## src/hw/gp_dma_pkg.sv

```systemverilog
package gp_dma_pkg;

   // Bus and counter widths.
   localparam int ADDR_W = 24;
   localparam int DATA_W = 16;
   localparam int CNT_W  = 24;
   localparam int BUF_DEPTH = 2;

   // Per-operand address and count steps.
   localparam logic [CNT_W-1:0] BYTE_STEP = 24'h000001;
   localparam logic [CNT_W-1:0] WORD_STEP = 24'h000002;
   localparam logic [1:0]       IDX_FIRST = 2'h0;
   localparam logic [1:0]       IDX_ONE   = 2'h1;
   localparam logic [1:0]       IDX_TWO   = 2'h2;
   localparam logic [CNT_W-1:0] CNT_ZERO  = 24'h000000;
   localparam logic [DATA_W-1:0] DATA_ZERO = 16'h0000;
   localparam logic [7:0]       BYTE_ZERO = 8'h00;

   // Positions of the synchronised pin levels, all active high; every pin but grant is inverted.
   localparam int SYN_DTACK = 0;
   localparam int SYN_BERR  = 1;
   localparam int SYN_HALT  = 2;
   localparam int SYN_GRANT = 3;
   localparam int SYN_DREQ  = 4;
   localparam int SYN_W     = 5;

   // Transfer direction.
   typedef enum logic [1:0] {
      DIR_MEM_MEM = 2'h0,
      DIR_MEM_PER = 2'h1,
      DIR_PER_MEM = 2'h2
   } dir_t;

   // Channel sequencer states.
   typedef enum logic [7:0] {
      ST_IDLE  = 8'h01,
      ST_ARB   = 8'h02,
      ST_START = 8'h04,
      ST_WAIT  = 8'h08,
      ST_END   = 8'h10,
      ST_HOLD  = 8'h20,
      ST_PUSH  = 8'h40,
      ST_DONE  = 8'h80
   } state_t;

endpackage

```

## src/hw/operand_buf_if.sv

```systemverilog
`timescale 1ns/1ps
interface operand_buf_if #(
   parameter int W = 16
);
   logic         in_valid;
   logic         in_ready;
   logic [W-1:0] in_data;
   logic         out_valid;
   logic         out_ready;
   logic [W-1:0] out_data;

   modport fill  (output in_valid, output in_data, input in_ready,
                  input out_valid, input out_data, output out_ready);
   modport store (input in_valid, input in_data, output in_ready,
                  output out_valid, output out_data, input out_ready);
endinterface

```

## src/hw/operand_buffer.sv

```systemverilog
`timescale 1ns/1ps
module operand_buffer #(
   parameter int W     = 16,
   parameter int DEPTH = 2
) (
   // Clock and reset
   input wire logic  clk,
   input wire logic  rst,
   // Buffer ports
   operand_buf_if.store b
);
   localparam int PW = (DEPTH > 1) ? $clog2(DEPTH) : 1;
   // The level is one bit wider than the pointers so a full buffer can be told from an empty one.
   localparam logic [PW:0] LEVEL_FULL = (PW + 1)'(DEPTH);

   typedef struct packed {
      logic [DEPTH-1:0][W-1:0] mem;
      logic [PW-1:0]           wp;
      logic [PW-1:0]           rp;
      logic [PW:0]             level;
   } buf_state_t;

   buf_state_t r_reg;
   buf_state_t r_next;
   logic       do_in;
   logic       do_out;

   assign b.in_ready  = (r_reg.level != LEVEL_FULL);
   assign b.out_valid = (r_reg.level != '0);
   assign b.out_data  = r_reg.mem[r_reg.rp];
   assign do_in       = b.in_valid && b.in_ready;
   assign do_out      = b.out_valid && b.out_ready;

   always_comb begin
      r_next = r_reg;
      if (do_in) begin
         r_next.mem[r_reg.wp] = b.in_data;
         r_next.wp = (r_reg.wp == PW'(DEPTH - 1)) ? '0 : r_reg.wp + 1'b1;
      end
      if (do_out) begin
         r_next.rp = (r_reg.rp == PW'(DEPTH - 1)) ? '0 : r_reg.rp + 1'b1;
      end
      if (do_in && !do_out) begin
         r_next.level = r_reg.level + 1'b1;
      end else if (do_out && !do_in) begin
         r_next.level = r_reg.level - 1'b1;
      end
   end

   always_ff @(posedge clk or posedge rst) begin
      if (rst) begin
         r_reg <= '0;
      end else begin
         r_reg <= r_next;
      end
   end
endmodule

```

## src/hw/general_purpose_dma.sv

```systemverilog
`timescale 1ns/1ps
// Overview of operation
// - Memory-memory, memory-peripheral, peripheral-memory directions.
// - Operands move as bytes or words.
// - Source and destination may start odd.
// - Each operand takes two to four bus cycles.
// - Both even word operands on a 16-bit bus: word read, then word write.
// - Any odd start splits into byte cycles.
// - Pack bytes into words, unpack words.
// - Honour halt, bus error and retry.
// - Up to 4 MBps at 16 MHz.
// - Data bus is 16 or 8 bits.
// - Protocol processor reaches local RAM without arbitration.
// - Source, destination pointers and byte counter programmable.
// - Three peripheral handshake lines: request, acknowledge, done.
// - Drives 24-bit address, 8/16-bit data.
module general_purpose_dma (
   // Clock and reset
   input  wire logic                            clk,
   input  wire logic                            rst,
   // Channel programming
   input  wire logic                            start,
   input  wire logic [gp_dma_pkg::ADDR_W-1:0]   cfg_src,
   input  wire logic [gp_dma_pkg::ADDR_W-1:0]   cfg_dst,
   input  wire logic [gp_dma_pkg::CNT_W-1:0]    cfg_count,
   input  wire logic [1:0]                      cfg_dir,
   input  wire logic                            cfg_src_word,
   input  wire logic                            cfg_dst_word,
   input  wire logic                            bus_8bit,
   // Channel status
   output logic                                 busy,
   output logic                                 bus_error,
   output logic                                 done_pulse,
   // Arbitration with the serial channels and the bus
   input  wire logic                            serial_req,
   input  wire logic                            cp_ram_req,
   output logic                                 cp_ram_grant,
   output logic                                 bus_req,
   input  wire logic                            bus_grant,
   // System bus pins
   output logic [gp_dma_pkg::ADDR_W-1:0]        addr,
   output logic                                 bus_oe,
   output logic                                 as_n,
   output logic                                 uds_n,
   output logic                                 lds_n,
   output logic                                 rw,
   input  wire logic [gp_dma_pkg::DATA_W-1:0]   data_in,
   output logic [gp_dma_pkg::DATA_W-1:0]        data_out,
   output logic                                 data_oe,
   input  wire logic                            dtack_n,
   input  wire logic                            berr_n,
   input  wire logic                            halt_n,
   // Peripheral handshake pins
   input  wire logic                            dreq_n,
   output logic                                 dack_n,
   output logic                                 done_n
);
   typedef struct packed {
      gp_dma_pkg::state_t              st;
      gp_dma_pkg::state_t              after;
      logic [gp_dma_pkg::SYN_W-1:0]    sync1;
      logic [gp_dma_pkg::SYN_W-1:0]    sync2;
      logic [gp_dma_pkg::ADDR_W-1:0]   src;
      logic [gp_dma_pkg::ADDR_W-1:0]   dst;
      logic [gp_dma_pkg::CNT_W-1:0]    cnt;
      logic [1:0]                      dir;
      logic                            src_word;
      logic                            dst_word;
      logic                            bus8;
      logic                            rd;
      logic [1:0]                      idx;
      logic [gp_dma_pkg::DATA_W-1:0]   pack;
      logic [gp_dma_pkg::ADDR_W-1:0]   addr;
      logic                            bus_oe;
      logic                            as_n;
      logic                            uds_n;
      logic                            lds_n;
      logic                            rw;
      logic [gp_dma_pkg::DATA_W-1:0]   dout;
      logic                            doe;
      logic                            bus_req;
      logic                            dack_n;
      logic                            done_n;
      logic                            busy;
      logic                            err;
      logic                            done_p;
      logic                            cp_grant;
   } dma_state_t;

   dma_state_t r_reg;
   dma_state_t r_next;

   operand_buf_if #(.W(gp_dma_pkg::DATA_W)) ob ();

   operand_buffer #(
      .W     (gp_dma_pkg::DATA_W),
      .DEPTH (gp_dma_pkg::BUF_DEPTH)
   ) u_buf (
      .clk (clk),
      .rst (rst),
      .b   (ob.store)
   );

   // Synchronised pin levels.
   logic                            s_dtack;
   logic                            s_berr;
   logic                            s_halt;
   logic                            s_grant;
   logic                            s_dreq;
   // Geometry of the bus cycle about to run or running.
   logic [gp_dma_pkg::CNT_W-1:0]    op_len;
   logic                            unit_word;
   logic [gp_dma_pkg::ADDR_W-1:0]   cyc_addr;
   logic                            cyc_word;
   logic [1:0]                      idx_new;
   logic                            op_last;
   logic                            per_cycle;
   logic [7:0]                      rd_byte;
   logic [7:0]                      wr_byte;
   logic [gp_dma_pkg::DATA_W-1:0]   wr_data;

   assign s_dtack = r_reg.sync2[gp_dma_pkg::SYN_DTACK];
   assign s_berr  = r_reg.sync2[gp_dma_pkg::SYN_BERR];
   assign s_halt  = r_reg.sync2[gp_dma_pkg::SYN_HALT];
   assign s_grant = r_reg.sync2[gp_dma_pkg::SYN_GRANT];
   assign s_dreq  = r_reg.sync2[gp_dma_pkg::SYN_DREQ];

   // A word operand is set by either side; the narrower side packs or unpacks.
   assign op_len    = (r_reg.src_word || r_reg.dst_word) ?
                      gp_dma_pkg::WORD_STEP : gp_dma_pkg::BYTE_STEP;
   assign unit_word = r_reg.rd ? r_reg.src_word : r_reg.dst_word;
   assign cyc_addr  = (r_reg.rd ? r_reg.src : r_reg.dst) + {22'h000000, r_reg.idx};
   // A single word cycle needs a wide bus, an even address and a whole operand.
   assign cyc_word  = unit_word && !r_reg.bus8 && !cyc_addr[0] &&
                      (r_reg.idx == gp_dma_pkg::IDX_FIRST) &&
                      (op_len == gp_dma_pkg::WORD_STEP);
   assign idx_new   = r_reg.idx + (cyc_word ? gp_dma_pkg::IDX_TWO : gp_dma_pkg::IDX_ONE);
   assign op_last   = (idx_new == op_len[1:0]);
   assign per_cycle = r_reg.rd ? (r_reg.dir == gp_dma_pkg::DIR_PER_MEM) :
                                 (r_reg.dir == gp_dma_pkg::DIR_MEM_PER);

   // Even bytes ride the upper lane of a wide bus; a narrow bus uses the lower lane only.
   assign rd_byte = (r_reg.bus8 || cyc_addr[0]) ? data_in[7:0] : data_in[15:8];
   assign wr_byte = (r_reg.idx == gp_dma_pkg::IDX_FIRST) ? ob.out_data[15:8] : ob.out_data[7:0];
   assign wr_data = cyc_word ? ob.out_data :
                    (r_reg.bus8 ? {gp_dma_pkg::BYTE_ZERO, wr_byte} : {wr_byte, wr_byte});

   assign ob.in_valid  = (r_reg.st == gp_dma_pkg::ST_PUSH);
   assign ob.in_data   = r_reg.pack;
   assign ob.out_ready = (r_reg.st == gp_dma_pkg::ST_WAIT) && s_dtack && !s_berr &&
                         !r_reg.rd && op_last;

   always_comb begin
      r_next = r_reg;
      r_next.sync1 = {~dreq_n, bus_grant, ~halt_n, ~berr_n, ~dtack_n};
      r_next.sync2 = r_reg.sync1;
      // Local RAM accesses by the protocol processor never wait on this channel.
      r_next.cp_grant = cp_ram_req;
      r_next.done_p = 1'b0;
      r_next.done_n = 1'b1;
      unique case (r_reg.st)
         gp_dma_pkg::ST_IDLE: begin
            if (start) begin
               r_next.src      = cfg_src;
               r_next.dst      = cfg_dst;
               r_next.cnt      = cfg_count;
               r_next.dir      = cfg_dir;
               r_next.src_word = cfg_src_word;
               r_next.dst_word = cfg_dst_word;
               r_next.bus8     = bus_8bit;
               r_next.idx      = gp_dma_pkg::IDX_FIRST;
               r_next.rd       = 1'b1;
               r_next.err      = 1'b0;
               r_next.busy     = 1'b1;
               if (cfg_count == gp_dma_pkg::CNT_ZERO) begin
                  r_next.st = gp_dma_pkg::ST_DONE;
               end else begin
                  r_next.st = gp_dma_pkg::ST_ARB;
               end
            end
         end
         gp_dma_pkg::ST_ARB: begin
            // The request is withdrawn while any serial channel wants the bus.
            r_next.bus_req = !serial_req;
            if (r_reg.bus_req && s_grant && !serial_req) begin
               r_next.bus_oe = 1'b1;
               r_next.st     = gp_dma_pkg::ST_START;
            end
         end
         gp_dma_pkg::ST_START: begin
            if (serial_req) begin
               // Yield only between bus cycles so no cycle is cut short.
               r_next.bus_req = 1'b0;
               r_next.bus_oe  = 1'b0;
               r_next.st      = gp_dma_pkg::ST_ARB;
            end else if (s_halt || s_berr) begin
               r_next.st = gp_dma_pkg::ST_START;
            end else if (per_cycle && (r_reg.idx == gp_dma_pkg::IDX_FIRST) && !s_dreq) begin
               r_next.st = gp_dma_pkg::ST_START;
            end else if (r_reg.rd || ob.out_valid) begin
               r_next.addr   = cyc_addr;
               r_next.rw     = r_reg.rd;
               r_next.as_n   = 1'b0;
               r_next.uds_n  = r_reg.bus8 || (!cyc_word && cyc_addr[0]);
               r_next.lds_n  = !r_reg.bus8 && !cyc_word && !cyc_addr[0];
               r_next.dout   = r_reg.rd ? gp_dma_pkg::DATA_ZERO : wr_data;
               r_next.doe    = !r_reg.rd;
               r_next.dack_n = !per_cycle;
               r_next.st     = gp_dma_pkg::ST_WAIT;
            end
         end
         gp_dma_pkg::ST_WAIT: begin
            if (s_berr || s_dtack) begin
               r_next.as_n   = 1'b1;
               r_next.uds_n  = 1'b1;
               r_next.lds_n  = 1'b1;
               r_next.doe    = 1'b0;
               r_next.dack_n = 1'b1;
               r_next.st     = gp_dma_pkg::ST_END;
            end
            if (s_berr && s_halt) begin
               // Retry: nothing advances, the same cycle runs again after halt.
               r_next.after = gp_dma_pkg::ST_HOLD;
            end else if (s_berr) begin
               r_next.err   = 1'b1;
               r_next.after = gp_dma_pkg::ST_DONE;
            end else if (s_dtack && r_reg.rd) begin
               if (cyc_word) begin
                  r_next.pack = data_in;
               end else if (r_reg.idx == gp_dma_pkg::IDX_FIRST) begin
                  r_next.pack[15:8] = rd_byte;
               end else begin
                  r_next.pack[7:0] = rd_byte;
               end
               r_next.idx   = op_last ? gp_dma_pkg::IDX_FIRST : idx_new;
               r_next.after = op_last ? gp_dma_pkg::ST_PUSH : gp_dma_pkg::ST_START;
            end else if (s_dtack) begin
               r_next.idx = op_last ? gp_dma_pkg::IDX_FIRST : idx_new;
               r_next.after = gp_dma_pkg::ST_START;
               if (op_last) begin
                  r_next.rd = 1'b1;
                  // Peripheral ends keep a fixed address.
                  if (r_reg.dir != gp_dma_pkg::DIR_PER_MEM) begin
                     r_next.src = r_reg.src + op_len;
                  end
                  if (r_reg.dir != gp_dma_pkg::DIR_MEM_PER) begin
                     r_next.dst = r_reg.dst + op_len;
                  end
                  // A last word operand on an odd count still ends the block.
                  if (r_reg.cnt <= op_len) begin
                     r_next.cnt   = gp_dma_pkg::CNT_ZERO;
                     r_next.after = gp_dma_pkg::ST_DONE;
                  end else begin
                     r_next.cnt = r_reg.cnt - op_len;
                  end
               end
            end
         end
         gp_dma_pkg::ST_END: begin
            // The slave must drop its answer before the next cycle may start.
            if (!s_dtack && !s_berr) begin
               r_next.st = r_reg.after;
            end
         end
         gp_dma_pkg::ST_HOLD: begin
            if (!s_halt) begin
               r_next.st = gp_dma_pkg::ST_START;
            end
         end
         gp_dma_pkg::ST_PUSH: begin
            if (ob.in_ready) begin
               r_next.rd = 1'b0;
               r_next.st = gp_dma_pkg::ST_START;
            end
         end
         gp_dma_pkg::ST_DONE: begin
            r_next.bus_req = 1'b0;
            r_next.bus_oe  = 1'b0;
            r_next.busy    = 1'b0;
            r_next.done_p  = 1'b1;
            r_next.done_n  = 1'b0;
            r_next.st      = gp_dma_pkg::ST_IDLE;
         end
         default: begin
            r_next.st = gp_dma_pkg::ST_IDLE;
         end
      endcase
   end

   always_ff @(posedge clk or posedge rst) begin
      if (rst) begin
         r_reg        <= '0;
         r_reg.st     <= gp_dma_pkg::ST_IDLE;
         r_reg.after  <= gp_dma_pkg::ST_IDLE;
         r_reg.rd     <= 1'b1;
         r_reg.as_n   <= 1'b1;
         r_reg.uds_n  <= 1'b1;
         r_reg.lds_n  <= 1'b1;
         r_reg.rw     <= 1'b1;
         r_reg.dack_n <= 1'b1;
         r_reg.done_n <= 1'b1;
      end else begin
         r_reg <= r_next;
      end
   end

   assign busy         = r_reg.busy;
   assign bus_error    = r_reg.err;
   assign done_pulse   = r_reg.done_p;
   assign cp_ram_grant = r_reg.cp_grant;
   assign bus_req      = r_reg.bus_req;
   assign addr         = r_reg.addr;
   assign bus_oe       = r_reg.bus_oe;
   assign as_n         = r_reg.as_n;
   assign uds_n        = r_reg.uds_n;
   assign lds_n        = r_reg.lds_n;
   assign rw           = r_reg.rw;
   assign data_out     = r_reg.dout;
   assign data_oe      = r_reg.doe;
   assign dack_n       = r_reg.dack_n;
   assign done_n       = r_reg.done_n;
endmodule

```

## config.mk

```make
export PLATFORM = sky130hd
export DESIGN_NAME = general_purpose_dma
export DESIGN_NICKNAME = d
export VERILOG_FILES = /design/src/hw/gp_dma_pkg.sv /design/src/hw/operand_buf_if.sv /design/src/hw/operand_buffer.sv /design/src/hw/general_purpose_dma.sv
export SDC_FILE = /design/constraint.sdc
export NUM_CORES = 1
export LEC_CHECK = 0
export BUFFER_PORTS_ARGS = -buffer_cell sky130_fd_sc_hd__buf_2
export CORE_ASPECT_RATIO = 0.6
export CORE_UTILIZATION = 60
export DETAILED_ROUTE_END_ITERATION = 12
export PLACE_DENSITY = 0.82
export REMOVE_ABC_BUFFERS = 1
export SETUP_SLACK_MARGIN = 0.1
export SLEW_MARGIN = 40
export SYNTH_ARGS = -nofsm -noshare
export SYNTH_HDL_FRONTEND = slang
export SYNTH_SLANG_ARGS = --single-unit
```

## constraint.sdc

```tcl
create_clock -name clk -period 9.2 [get_ports clk]
set_input_delay 0.92 -clock clk [delete_from_list [all_inputs] [get_ports clk]]
set_output_delay 0.92 -clock clk [all_outputs]
set_load 0.01 [all_outputs]
```

==> results.toml, run 1 <==
[sta]
timing.fmax_ghz = 0.214
tightest_slew_ns = 0.914
finalCriticalPeriod_ns = 4.68
fin_skew_ns = 0.00818
fin_ws_ns = 4.52
tns_ns = 0
grt_setup_unrepaired = "false"
drv_slew = 0
hold_viol = 0
slew_headroom = 0.387
setup_violations = 0
fin_crit_sh = 0.509

[clock_tree]
cts_buffers = 20
cts_hold_repair.buffers = 0
cts_tree = "done"
postCtsSetupBuffers = 0
htree_levels = 1
clkTransAtPathRegs_ns = 0.07
clk_latency_ns = 0.50
clock_path_buffers = 3
post_cts_resized = 0
cts_sinks = 208
root_buffer = "clkbuf_16"

[pwr]
ir_worst_vdd_mv = 0.156
power.density_mw_per_mm2 = 255
power_mw = 3.42
total_leakage_power_nw = 6.01

[place]
dpl.hpwl_um = 24000
dpl_cell_area_sq_mm = 0.0127
portBuffers = 155
gp_congestion = 0.955
pre_cts_slack_ns = 4.61

[yosys]
synth.area.mux_share = 0.0960
synth.avg_cell_area_sq_um = 9.58
synth_compound_gate_area_share = 0.196
ys_seq_area_frac = 0.435
synthXorXnorAreaFrac = 0.0212
synthDistinctLibCells = 78
synth-seq-cells = 208
synth_simple_gate_area_frac = 0.179
ys.flop_type = "dfrtp_1"
synth_adder_area_share = 0.0109
synth.cell_area_sq_mm = 0.0120
async_flop_share = 1.00
synth_top_family_by_area = "compound AO/OA/AOI/OAI gates"
netlist_instances = 1251
synth_enable_flop_cells = 0
yosysWarnings = 0

[die]
io_pins = 156
start_util = 0.622
row_count = 39
dieArea_sq_mm = 0.0206
die_h_um = 111
coreArea_sq_mm = 0.0193
fp.dieW_um = 184

[routing]
via_per_inst = 6.80
ant_nets = 0
drt_pre_antenna_iters = 7
wl_per_cell_um = 21.6
vias = 11000
drc = 0
wl_um = 34900
drtIter0Drc = 1314

[setup_path]
cp_max_fo = 53
endpoint_kind = "register"
path_class = "register to register"
crit_path_start_kind = "register"
r2r_start = "r_reg[71]$_DFFE_PP1P_"
crit_arrival_ns = 5.11
cp.required_ns = 9.63
crit_start = "r_reg[71]$_DFFE_PP1P_"

[grt]
grt_use_total = 0.346
grt_pass1_wl_um = 56500
grt_overflow = 0
grt_pass1_vias = 10500
antenna_found_initial = 1
grt_start_max_net_pins = 128

[min_path]
worstHoldStart = "r_next[151]$_DFF_PP0_"
min_path_type = "register to register"

[layout]
largest_reg_flops = 98
design_area_sq_mm = 0.0134
final_layout_size_suffix_gt1_frac = 0.222
syn2layout_area_growth_pct = 11.9
nets = 1448
n_fill_cell = 1439

[flow_run]
max-cap-violations = 0

[run_status]
status = "completed"
==> worst paths after layout <==
check                                              endpoint  slack [ns]  cells past startpoint
worst max-delay path             u_buf.r_reg[1]$_DFFE_PP0P_        4.52                     14
worst min-delay path                   r_reg[151]$_DFF_PP0_        0.35                      0
worst max register to register   u_buf.r_reg[1]$_DFFE_PP0P_        4.52                     14
worst min register to register         r_reg[151]$_DFF_PP0_        0.35                      0
max in group asynchronous       u_buf.r_reg[15]$_DFFE_PP0P_        7.48                      3
min in group asynchronous             r_reg[83]$_DFFE_PP0P_        0.49                      2
==> logic make-up (layout without fill, tap and decap cells) <==
| logic type | count (synthesis) | after routing |
|---|---|---|
| muxes | 90 | 90 |
| AOI/OAI and AO/OA | 341 | 341 |
| and+or+nand+nor | 427 | 427 |
| xor gates and xnor gates | 29 | 29 |
| buffers and inverters | 146 | 244 |
| adders and majority gates | 10 | 10 |
| other | 0 | 1 |
| DFF | 208 | 208 |
==> cell usage after synthesis (5+ instances only) <==
cell         n  area share
o211ai_1    21       0.013
o31ai_1      6      0.0038
a22oi_1     13      0.0081
dfstp_2      9       0.020
a311oi_1     8      0.0058
or2_2       10      0.0052
a211oi_1    15      0.0094
a22o_1      19       0.014
a21o_1       6      0.0038
a31oi_1     17      0.0089
o311ai_0     9      0.0066
ha_1         8      0.0084
inv_1       32       0.010
mux2i_1     38       0.032
nor4_1      31       0.016
nand4_1     25       0.013
xor2_1      16       0.012
nor3_1      41       0.017
buf_1       12      0.0038
o21ai_0     88       0.037
nor4b_1      7      0.0051
a32oi_1     13      0.0095
nand3b_1     7      0.0044
or4_1        8      0.0050
and2_1      11      0.0057
dfrtp_1    199        0.42
a221oi_1     5      0.0037
nor2b_1     11      0.0057
or3_1        5      0.0026
mux2_2      35       0.033
o22ai_1     10      0.0052
clkbuf_1    53       0.017
nand2b_1     6      0.0031
o21a_1       8      0.0050
buf_4       41       0.026
a21oi_1     47       0.020
nor2_1      72       0.023
nand2_1    131       0.041
nand3_1     32       0.013
o2bb2ai_1   12      0.0088
mux4_2      16       0.030
and3_1      12      0.0063
xnor2_1     13      0.0095
==> critical path: stages, from the launching register on <==
cell and delay, ns:
dfstp_2 0.54, buf_4 0.56, mux2_4 0.31, nand3_1 0.12, ha_1 0.31, nor2b_1 0.16
a32o_1 0.31, nor4_1 0.70, nor2_1 0.34, nor4_1 0.49, inv_1 0.11, ha_1 0.23
xor2_1 0.14, nor2_1 0.12, xor2_1 0.14
==> metrics by stage <==
| stage | cells | util | hold slack (ns) |
|---|---|---|---|
| 2_1_floorplan | 1138 | - | 0.331 |
| 3_3_place_gp | 1579 | 0.658 | 0.332 |
| 3_5_place_dp | 1580 | 0.660 | 0.335 |
| 4_1_cts | 1615 | 0.695 | 0.351 |
| 5_1_grt | 1616 | 0.696 | 0.356 |
| 6_report | 1616 | 0.696 | 0.348 |
==> layout make-up <==
cell class,instances,area [sq um],share of cell area
Antenna cell,1,2.50,0.000187
Clock buffer,26,554,0.0413
Clock inverter,9,111,0.00830
Inverter,33,136,0.0102
Multi-Input combinational cell,897,6120,0.456
Sequential cell,208,5220,0.389
Tap cell,266,333,0.0248
Timing Repair Buffer,176,937,0.0699
==> per-layer routing <==
| layer | GRT usage | vias up | part of all wire |
|---|---|---|---|
| met5 | 0.00235 | - | 0 |
| met4 | 0.110 | 0 | 0.032 |
| met3 | 0.0815 | 92 | 0.12 |
| met2 | 0.507 | 780 | 0.43 |
| met1 | 0.506 | 5275 | 0.42 |
| li1 | - | 4843 | - |
==> cells in the final DEF (no fill, tap or decap), drive strengths merged, types with 32 or more instances in the layout <==
cell,synthesis,routed
o21ai,91,91
dfrtp,199,199
mux2i,38,38
inv,32,32
mux2,36,36
buf,60,176
a21oi,48,48
nand3,32,32
nand2,131,131
nor2,72,72
nor3,41,41
==> power by group <==
| part | internal (mW) | total [mW] | switching [mW] |
|---|---|---|---|
| logic | 0.440 | 1.19 | 0.750 |
| clock network | 0.485 | 0.857 | 0.371 |
| registers | 1.10 | 1.37 | 0.266 |
No activity file was read; power rests on OpenSTA's default activity.
==> run 2, diff against run 1 <==
--- a/config.mk
+++ b/config.mk
@@ -7,9 +7,9 @@
 export LEC_CHECK = 0
 export BUFFER_PORTS_ARGS = -buffer_cell sky130_fd_sc_hd__buf_2
 export CORE_ASPECT_RATIO = 0.6
-export CORE_UTILIZATION = 60
+export CORE_UTILIZATION = 53
 export DETAILED_ROUTE_END_ITERATION = 12
-export PLACE_DENSITY = 0.82
+export PLACE_DENSITY = 0.77
 export REMOVE_ABC_BUFFERS = 1
 export SETUP_SLACK_MARGIN = 0.1
 export SLEW_MARGIN = 40
==> constraint.sdc (replaced) <==
create_clock -name clk -period 4 [get_ports clk]
set_input_delay 0.4 -clock clk [delete_from_list [all_inputs] [get_ports clk]]
set_output_delay 0.4 -clock clk [all_outputs]
set_load 0.01 [all_outputs]
==> run 2 against run 1 <==
The flow now finishes with violations (negative hold slack). Critical path type unchanged. Clock-buffer cell count is the same. Largest cell class unchanged. Largest power group unchanged. Worst setup slack lost 4.2 ns. Clock skew grew 0.0017 ns. Combinational power grew 140%. Non-clock buffer count grew 25. Utilization shrank 7.3 points. Die area grew 13%. Register-to-register slack lost 4.2 ns. Wire length grew 5.0%. Maximum frequency grew 25%. Worst hold slack lost 0.36 ns.
==> results.toml, run 2 (synthesized netlist as in run 1, its figures left out) <==
[layout]
syn2layout_area_growth_pct = 14.9
mostFrequentLayoutCells = "dfrtp_1 (198), buf_2 (156), nand2_1 (131), o21ai_0 (87), nor2_1 (71)"
largest_reg_flops = 98
final_layout_size_suffix_gt1_frac = 0.237
mostFrequentLayoutCell = "dfrtp_1"
antennaDiodeCount = 0
post-route-util = 0.622
nets = 1475

[setup_path]
slowest_delay_ns = 0.56
crit_path_start_kind = "register"
crit_slowest_cell = "dfstp_2"
path_class = "register to register"
crit_arrival_ns = 4.16
rr_endpoint = "u_buf.r_reg[1]$_DFFE_PP0P_"
crit_chain = "mux2_2 -> ha_1 -> nor2_1 -> nand3_1 -> ha_1 -> buf_4 -> a211oi_4 -> o211a_1 -> buf_4 -> nor2_1 -> nor4_2 -> inv_1 -> ha_1 -> xor2_1 -> nor2_1 -> xor2_1"
worst_path_dominant_cell_family = "simple AND/OR/NAND/NOR gates"
cp.required_ns = 4.42
r2r_start = "r_reg[71]$_DFFE_PP1P_"
endpoint_kind = "register"
ff2ff_path_depth = 16
rrSetupSlack_ns = 0.27
cp_num_buf_inv = 3
cp_max_fo = 5

[die]
io_pins = 156
row_count = 42
coreArea_sq_mm = 0.0221
fp.dieW_um = 196
die_h_um = 118
dieArea_sq_mm = 0.0232
start_util = 0.542

[routing]
vias = 10900
wl_um = 36600
ant_nets = 0
drtIter0Drc = 1210
drt_pre_antenna_iters = 6
wl_per_cell_um = 21.7
via_per_inst = 6.45
drc = 0

[pwr]
ir_worst_vdd_mv = 0.331
power.density_mw_per_mm2 = 594
p_int_mw = 4.89
pwr-share-comb = 0.354
switching_share = 0.402
pwr-share-clk = 0.260
switchingPower_mw = 3.29
seqPwrFrac = 0.385
power_mw = 8.18
total_leakage_power_nw = 6.16

[sta]
grt_setup_unrepaired = "true"
tightest_slew_ns = 0.925
finalCriticalPeriod_ns = 3.73
timing.hold.ws_ns = -0.0138
timing.fmax_ghz = 0.268
drv_slew = 0
fin_skew_ns = 0.00987
setup_violations = 0
fin_crit_sh = 0.933
fin_ws_ns = 0.267
hold_viol = 4
slew_headroom = 0.381

[place]
pre_cts_slack_ns = 0.125
gp_congestion = 0.949
portBuffers = 155
dpl.hpwl_um = 25600

[clock_tree]
postCtsSetupBuffers = 0
htree_levels = 1
cts_buffers = 21
root_buffer = "clkbuf_16"
cts_sinks = 208
clkTransAtPathRegs_ns = 0.06
clock_path_buffers = 3
clk_latency_ns = 0.51
cts_tree = "done"

[grt]
grt_pass1_vias = 10100
grt_overflow = 0
grt_use_total = 0.311
grt_pass1_wl_um = 57000
grt_start_max_net_pins = 148
antenna_found_initial = 0

[flow_run]
max-cap-violations = 0

[min_path]
min_path_type = "input port to async pin"

[run_status]
status = "complete, but fails checks"
violations = "negative hold slack"
[run 2: worst register-to-register path, delay by kind of cell (launching register included)]
| family | cells | cell delay [ns] |
|---|---|---|
| AOI/OAI and AO/OA | 2 | 0.48 |
| xor gates and xnor gates | 2 | 0.33 |
| adders and majority gates | 3 | 0.75 |
| buffers and inverters | 3 | 0.39 |
| DFF | 1 | 0.56 |
| muxes | 1 | 0.34 |
| and+or+nand+nor | 5 | 0.80 |
[run 2: cell type report]
class | count | area (sq um)
well taps | 308 | 385
multi-input cells | 898 | 6160
repair buffers | 201 | 1140
clock buffers | 26 | 554
flip-flops and latches | 208 | 5220
clock inverters | 12 | 175
inverters | 33 | 140
fillers | 1815 | 8360
[run 2: what timing repair did]
action                                 in CTS  in global routing
pin swaps                                   0                  2
resized for setup                           1                  8
gates cloned                                0                  1
setup endpoints to repair                   3                 18
hold buffers                                2                  0
endpoints found under the hold margin       2                  0
[run 2: metrics by stage]
stage / cell area [sq um] / std cells / TNS (ns)
finish: 13800 / 1686 / 0
global route: 13800 / 1686 / 0
CTS: 13700 / 1684 / 0
detailed placement: 12900 / 1644 / 0
global placement: 12900 / 1644 / 0
floorplan: 11400 / 1138 / -497.50
[run 2: power groups by stage]
| stage | clock [mW] | sequential [mW] | combinational [mW] |
|---|---|---|---|
| 5_1_grt | 2.24 | 3.20 | 3.15 |
| 3_5_place_dp | 0 | 3.14 | 2.75 |
| 6_report | 2.13 | 3.15 | 2.90 |
| 4_1_cts | 2.15 | 3.11 | 2.77 |
| 2_1_floorplan | 0 | 2.97 | 1.82 |
| 3_3_place_gp | 0 | 3.13 | 2.68 |
[run 2: worst max path at each step]
stage	from	to	slack, ns	depth (start not counted)
5_1_grt	r_reg[71]$_DFFE_PP1P_	r_reg[104]$_DFFE_PP0P_	0.04	12
4_1_cts	r_reg[71]$_DFFE_PP1P_	u_buf.r_reg[1]$_DFFE_PP0P_	0.08	15
3_5_place_dp	r_reg[71]$_DFFE_PP1P_	r_reg[146]$_DFFE_PP0P_	0.13	11
2_1_floorplan	rst	addr[0]$_DFFE_PP0P_	-2.07	1
6_report	r_reg[71]$_DFFE_PP1P_	u_buf.r_reg[1]$_DFFE_PP0P_	0.27	16
3_3_place_gp	r_reg[71]$_DFFE_PP1P_	r_reg[140]$_DFFE_PP0P_	0.20	11
[run 2: routing by layer]
| layer | global-route usage | share of wire |
|---|---|---|
| met5 | 0 | 0 |
| met4 | 0.0654 | 0.017 |
| met3 | 0.0662 | 0.10 |
| met2 | 0.443 | 0.43 |
| met1 | 0.484 | 0.45 |
==> run 3, diff against run 2 <==
--- a/config.mk
+++ b/config.mk
@@ -6,7 +6,7 @@
 export NUM_CORES = 1
 export LEC_CHECK = 0
 export BUFFER_PORTS_ARGS = -buffer_cell sky130_fd_sc_hd__buf_2
-export CORE_ASPECT_RATIO = 0.6
+export CORE_ASPECT_RATIO = 1.25
 export CORE_UTILIZATION = 53
 export DETAILED_ROUTE_END_ITERATION = 12
 export PLACE_DENSITY = 0.77
==> run 3 against run 2 <==
The flow still finishes with violations (negative hold slack). Combinational power is 4% lower. Clock skew rose by 0.0019 ns. Worst hold slack lost 0.019 ns. Via count hardly changed. Critical path type unchanged. Largest cell class unchanged.
==> results.toml, run 3 (synthesized netlist as in run 1, its figures left out) <==
[layout]
final_layout_size_suffix_gt1_frac = 0.236
syn2layout_area_growth_pct = 14.5
largest_reg_flops = 98
mostFrequentLayoutCell = "dfrtp_1"
nets = 1475
mostFrequentLayoutCells = "dfrtp_1 (198), buf_2 (155), nand2_1 (131), o21ai_0 (88), nor2_1 (70)"
n_fill_cell = 1856
antennaDiodeCount = 0

[clock_tree]
clkTransAtPathRegs_ns = 0.07
cts_tree = "done"
clk_latency_ns = 0.51
cts_sinks = 208
root_buffer = "clkbuf_16"
htree_levels = 1
cts_buffers = 22
clock_path_buffers = 3

[routing]
wl_per_cell_um = 20.8
vias = 10900
drc = 0
via_per_inst = 6.54
drtIter0Drc = 1210
wl_um = 34600
drt_pre_antenna_iters = 5
ant_nets = 0

[grt]
grt_start_max_net_pins = 118
antenna_found_initial = 0
grt_overflow = 0
grt_use_total = 0.301
grt_pass1_wl_um = 54600
grt_pass1_vias = 10400

[setup_path]
ff2ff_path_depth = 11
endpoint_kind = "register"
cp_max_fo = 8
rr_endpoint = "r_reg[140]$_DFFE_PP0P_"
r2r_start = "r_reg[71]$_DFFE_PP1P_"
path_class = "register to register"
cp.required_ns = 4.45
rrSetupSlack_ns = 0.23
crit_arrival_ns = 4.21
crit_path_start_kind = "register"

[die]
fp.dieW_um = 136
coreArea_sq_mm = 0.0222
row_count = 61
dieArea_sq_mm = 0.0232
die_h_um = 170
io_pins = 156
start_util = 0.540

[sta]
slew_headroom = 0.451
fin_crit_sh = 0.942
hold_viol = 54
timing.fmax_ghz = 0.265
drv_slew = 0
tightest_slew_ns = 0.823
setup_violations = 0
fin_ws_ns = 0.233
finalCriticalPeriod_ns = 3.77
fin_skew_ns = 0.0117
grt_setup_unrepaired = "true"
timing.hold.ws_ns = -0.0330

[flow_run]
max-cap-violations = 0

[pwr]
ir_worst_vdd_mv = 0.397
power_mw = 8.09
total_leakage_power_nw = 6.17
power.density_mw_per_mm2 = 589

[place]
pre_cts_slack_ns = 0.197
gp_congestion = 0.932
dpl.hpwl_um = 24000
portBuffers = 155

[run_status]
status = "complete, but fails checks"
violations = "negative hold slack"

[min_path]
min_path_type = "input port to async pin"
## run 3: worst max path at each step
stage | start | end | slack (ns) | cells after the start
2_1_floorplan | rst | addr[0]$_DFFE_PP0P_ | -2.07 | 1
3_3_place_gp | r_reg[71]$_DFFE_PP1P_ | r_reg[140]$_DFFE_PP0P_ | 0.29 | 11
3_5_place_dp | r_reg[71]$_DFFE_PP1P_ | r_reg[140]$_DFFE_PP0P_ | 0.20 | 11
4_1_cts | r_reg[71]$_DFFE_PP1P_ | r_reg[140]$_DFFE_PP0P_ | 0.14 | 11
5_1_grt | r_reg[71]$_DFFE_PP1P_ | r_reg[107]$_DFFE_PP0P_ | 0.06 | 13
6_report | r_reg[71]$_DFFE_PP1P_ | r_reg[140]$_DFFE_PP0P_ | 0.23 | 11
## run 3: worst max-delay path, stage by stage, from the launching register on
cell	delay (ns)
dfstp_2	0.56
mux2_2	0.34
ha_1	0.31
nor2_1	0.16
nand3_1	0.14
ha_1	0.22
nor2b_1	0.13
a32o_1	0.30
or4_4	0.58
a211o_4	0.40
or4_1	0.47
nand3_1	0.09
## run 3: final cells by class
type | instances | area [sq um] | area share
multi-input combinational | 898 | 6130 | 0.447
sequential | 208 | 5220 | 0.380
timing repair buffer | 200 | 1130 | 0.0822
clock buffer | 32 | 639 | 0.0466
tap | 283 | 354 | 0.0258
inverter | 33 | 136 | 0.00994
clock inverter | 8 | 118 | 0.00857
## run 3: report_power, final
group          internal, mW  switching, mW
Sequential             2.54          0.594
Combinational          1.08           1.72
Clock                  1.30          0.857
Total                  4.92           3.17
## run 3: timing repair
item / in CTS / in global routing
resized for setup: 0 / 8
hold buffers: 1 / 0
setup buffers: 0 / 1
setup endpoints to repair: 0 / 22
hold endpoints to repair: 1 / 0
## run 3: per-stage QoR
step | std cells | setup TNS (ns) | utilization | cell area, sq um
5_1_grt | 1662 | 0 | 0.618 | 13700
6_report | 1662 | 0 | 0.618 | 13700
4_1_cts | 1660 | 0 | 0.615 | 13700
3_5_place_dp | 1619 | 0 | 0.581 | 12900
2_1_floorplan | 1138 | -497.50 | - | 11400
3_3_place_gp | 1619 | 0 | 0.580 | 12900
## run 3: routing by layer
layer	vias to the layer above	wire [um]	track usage
met5	-	0	0
met4	0	1730	0.154
met3	104	2440	0.0372
met2	570	17100	0.505
met1	5297	13300	0.379
li1	4903	-	-
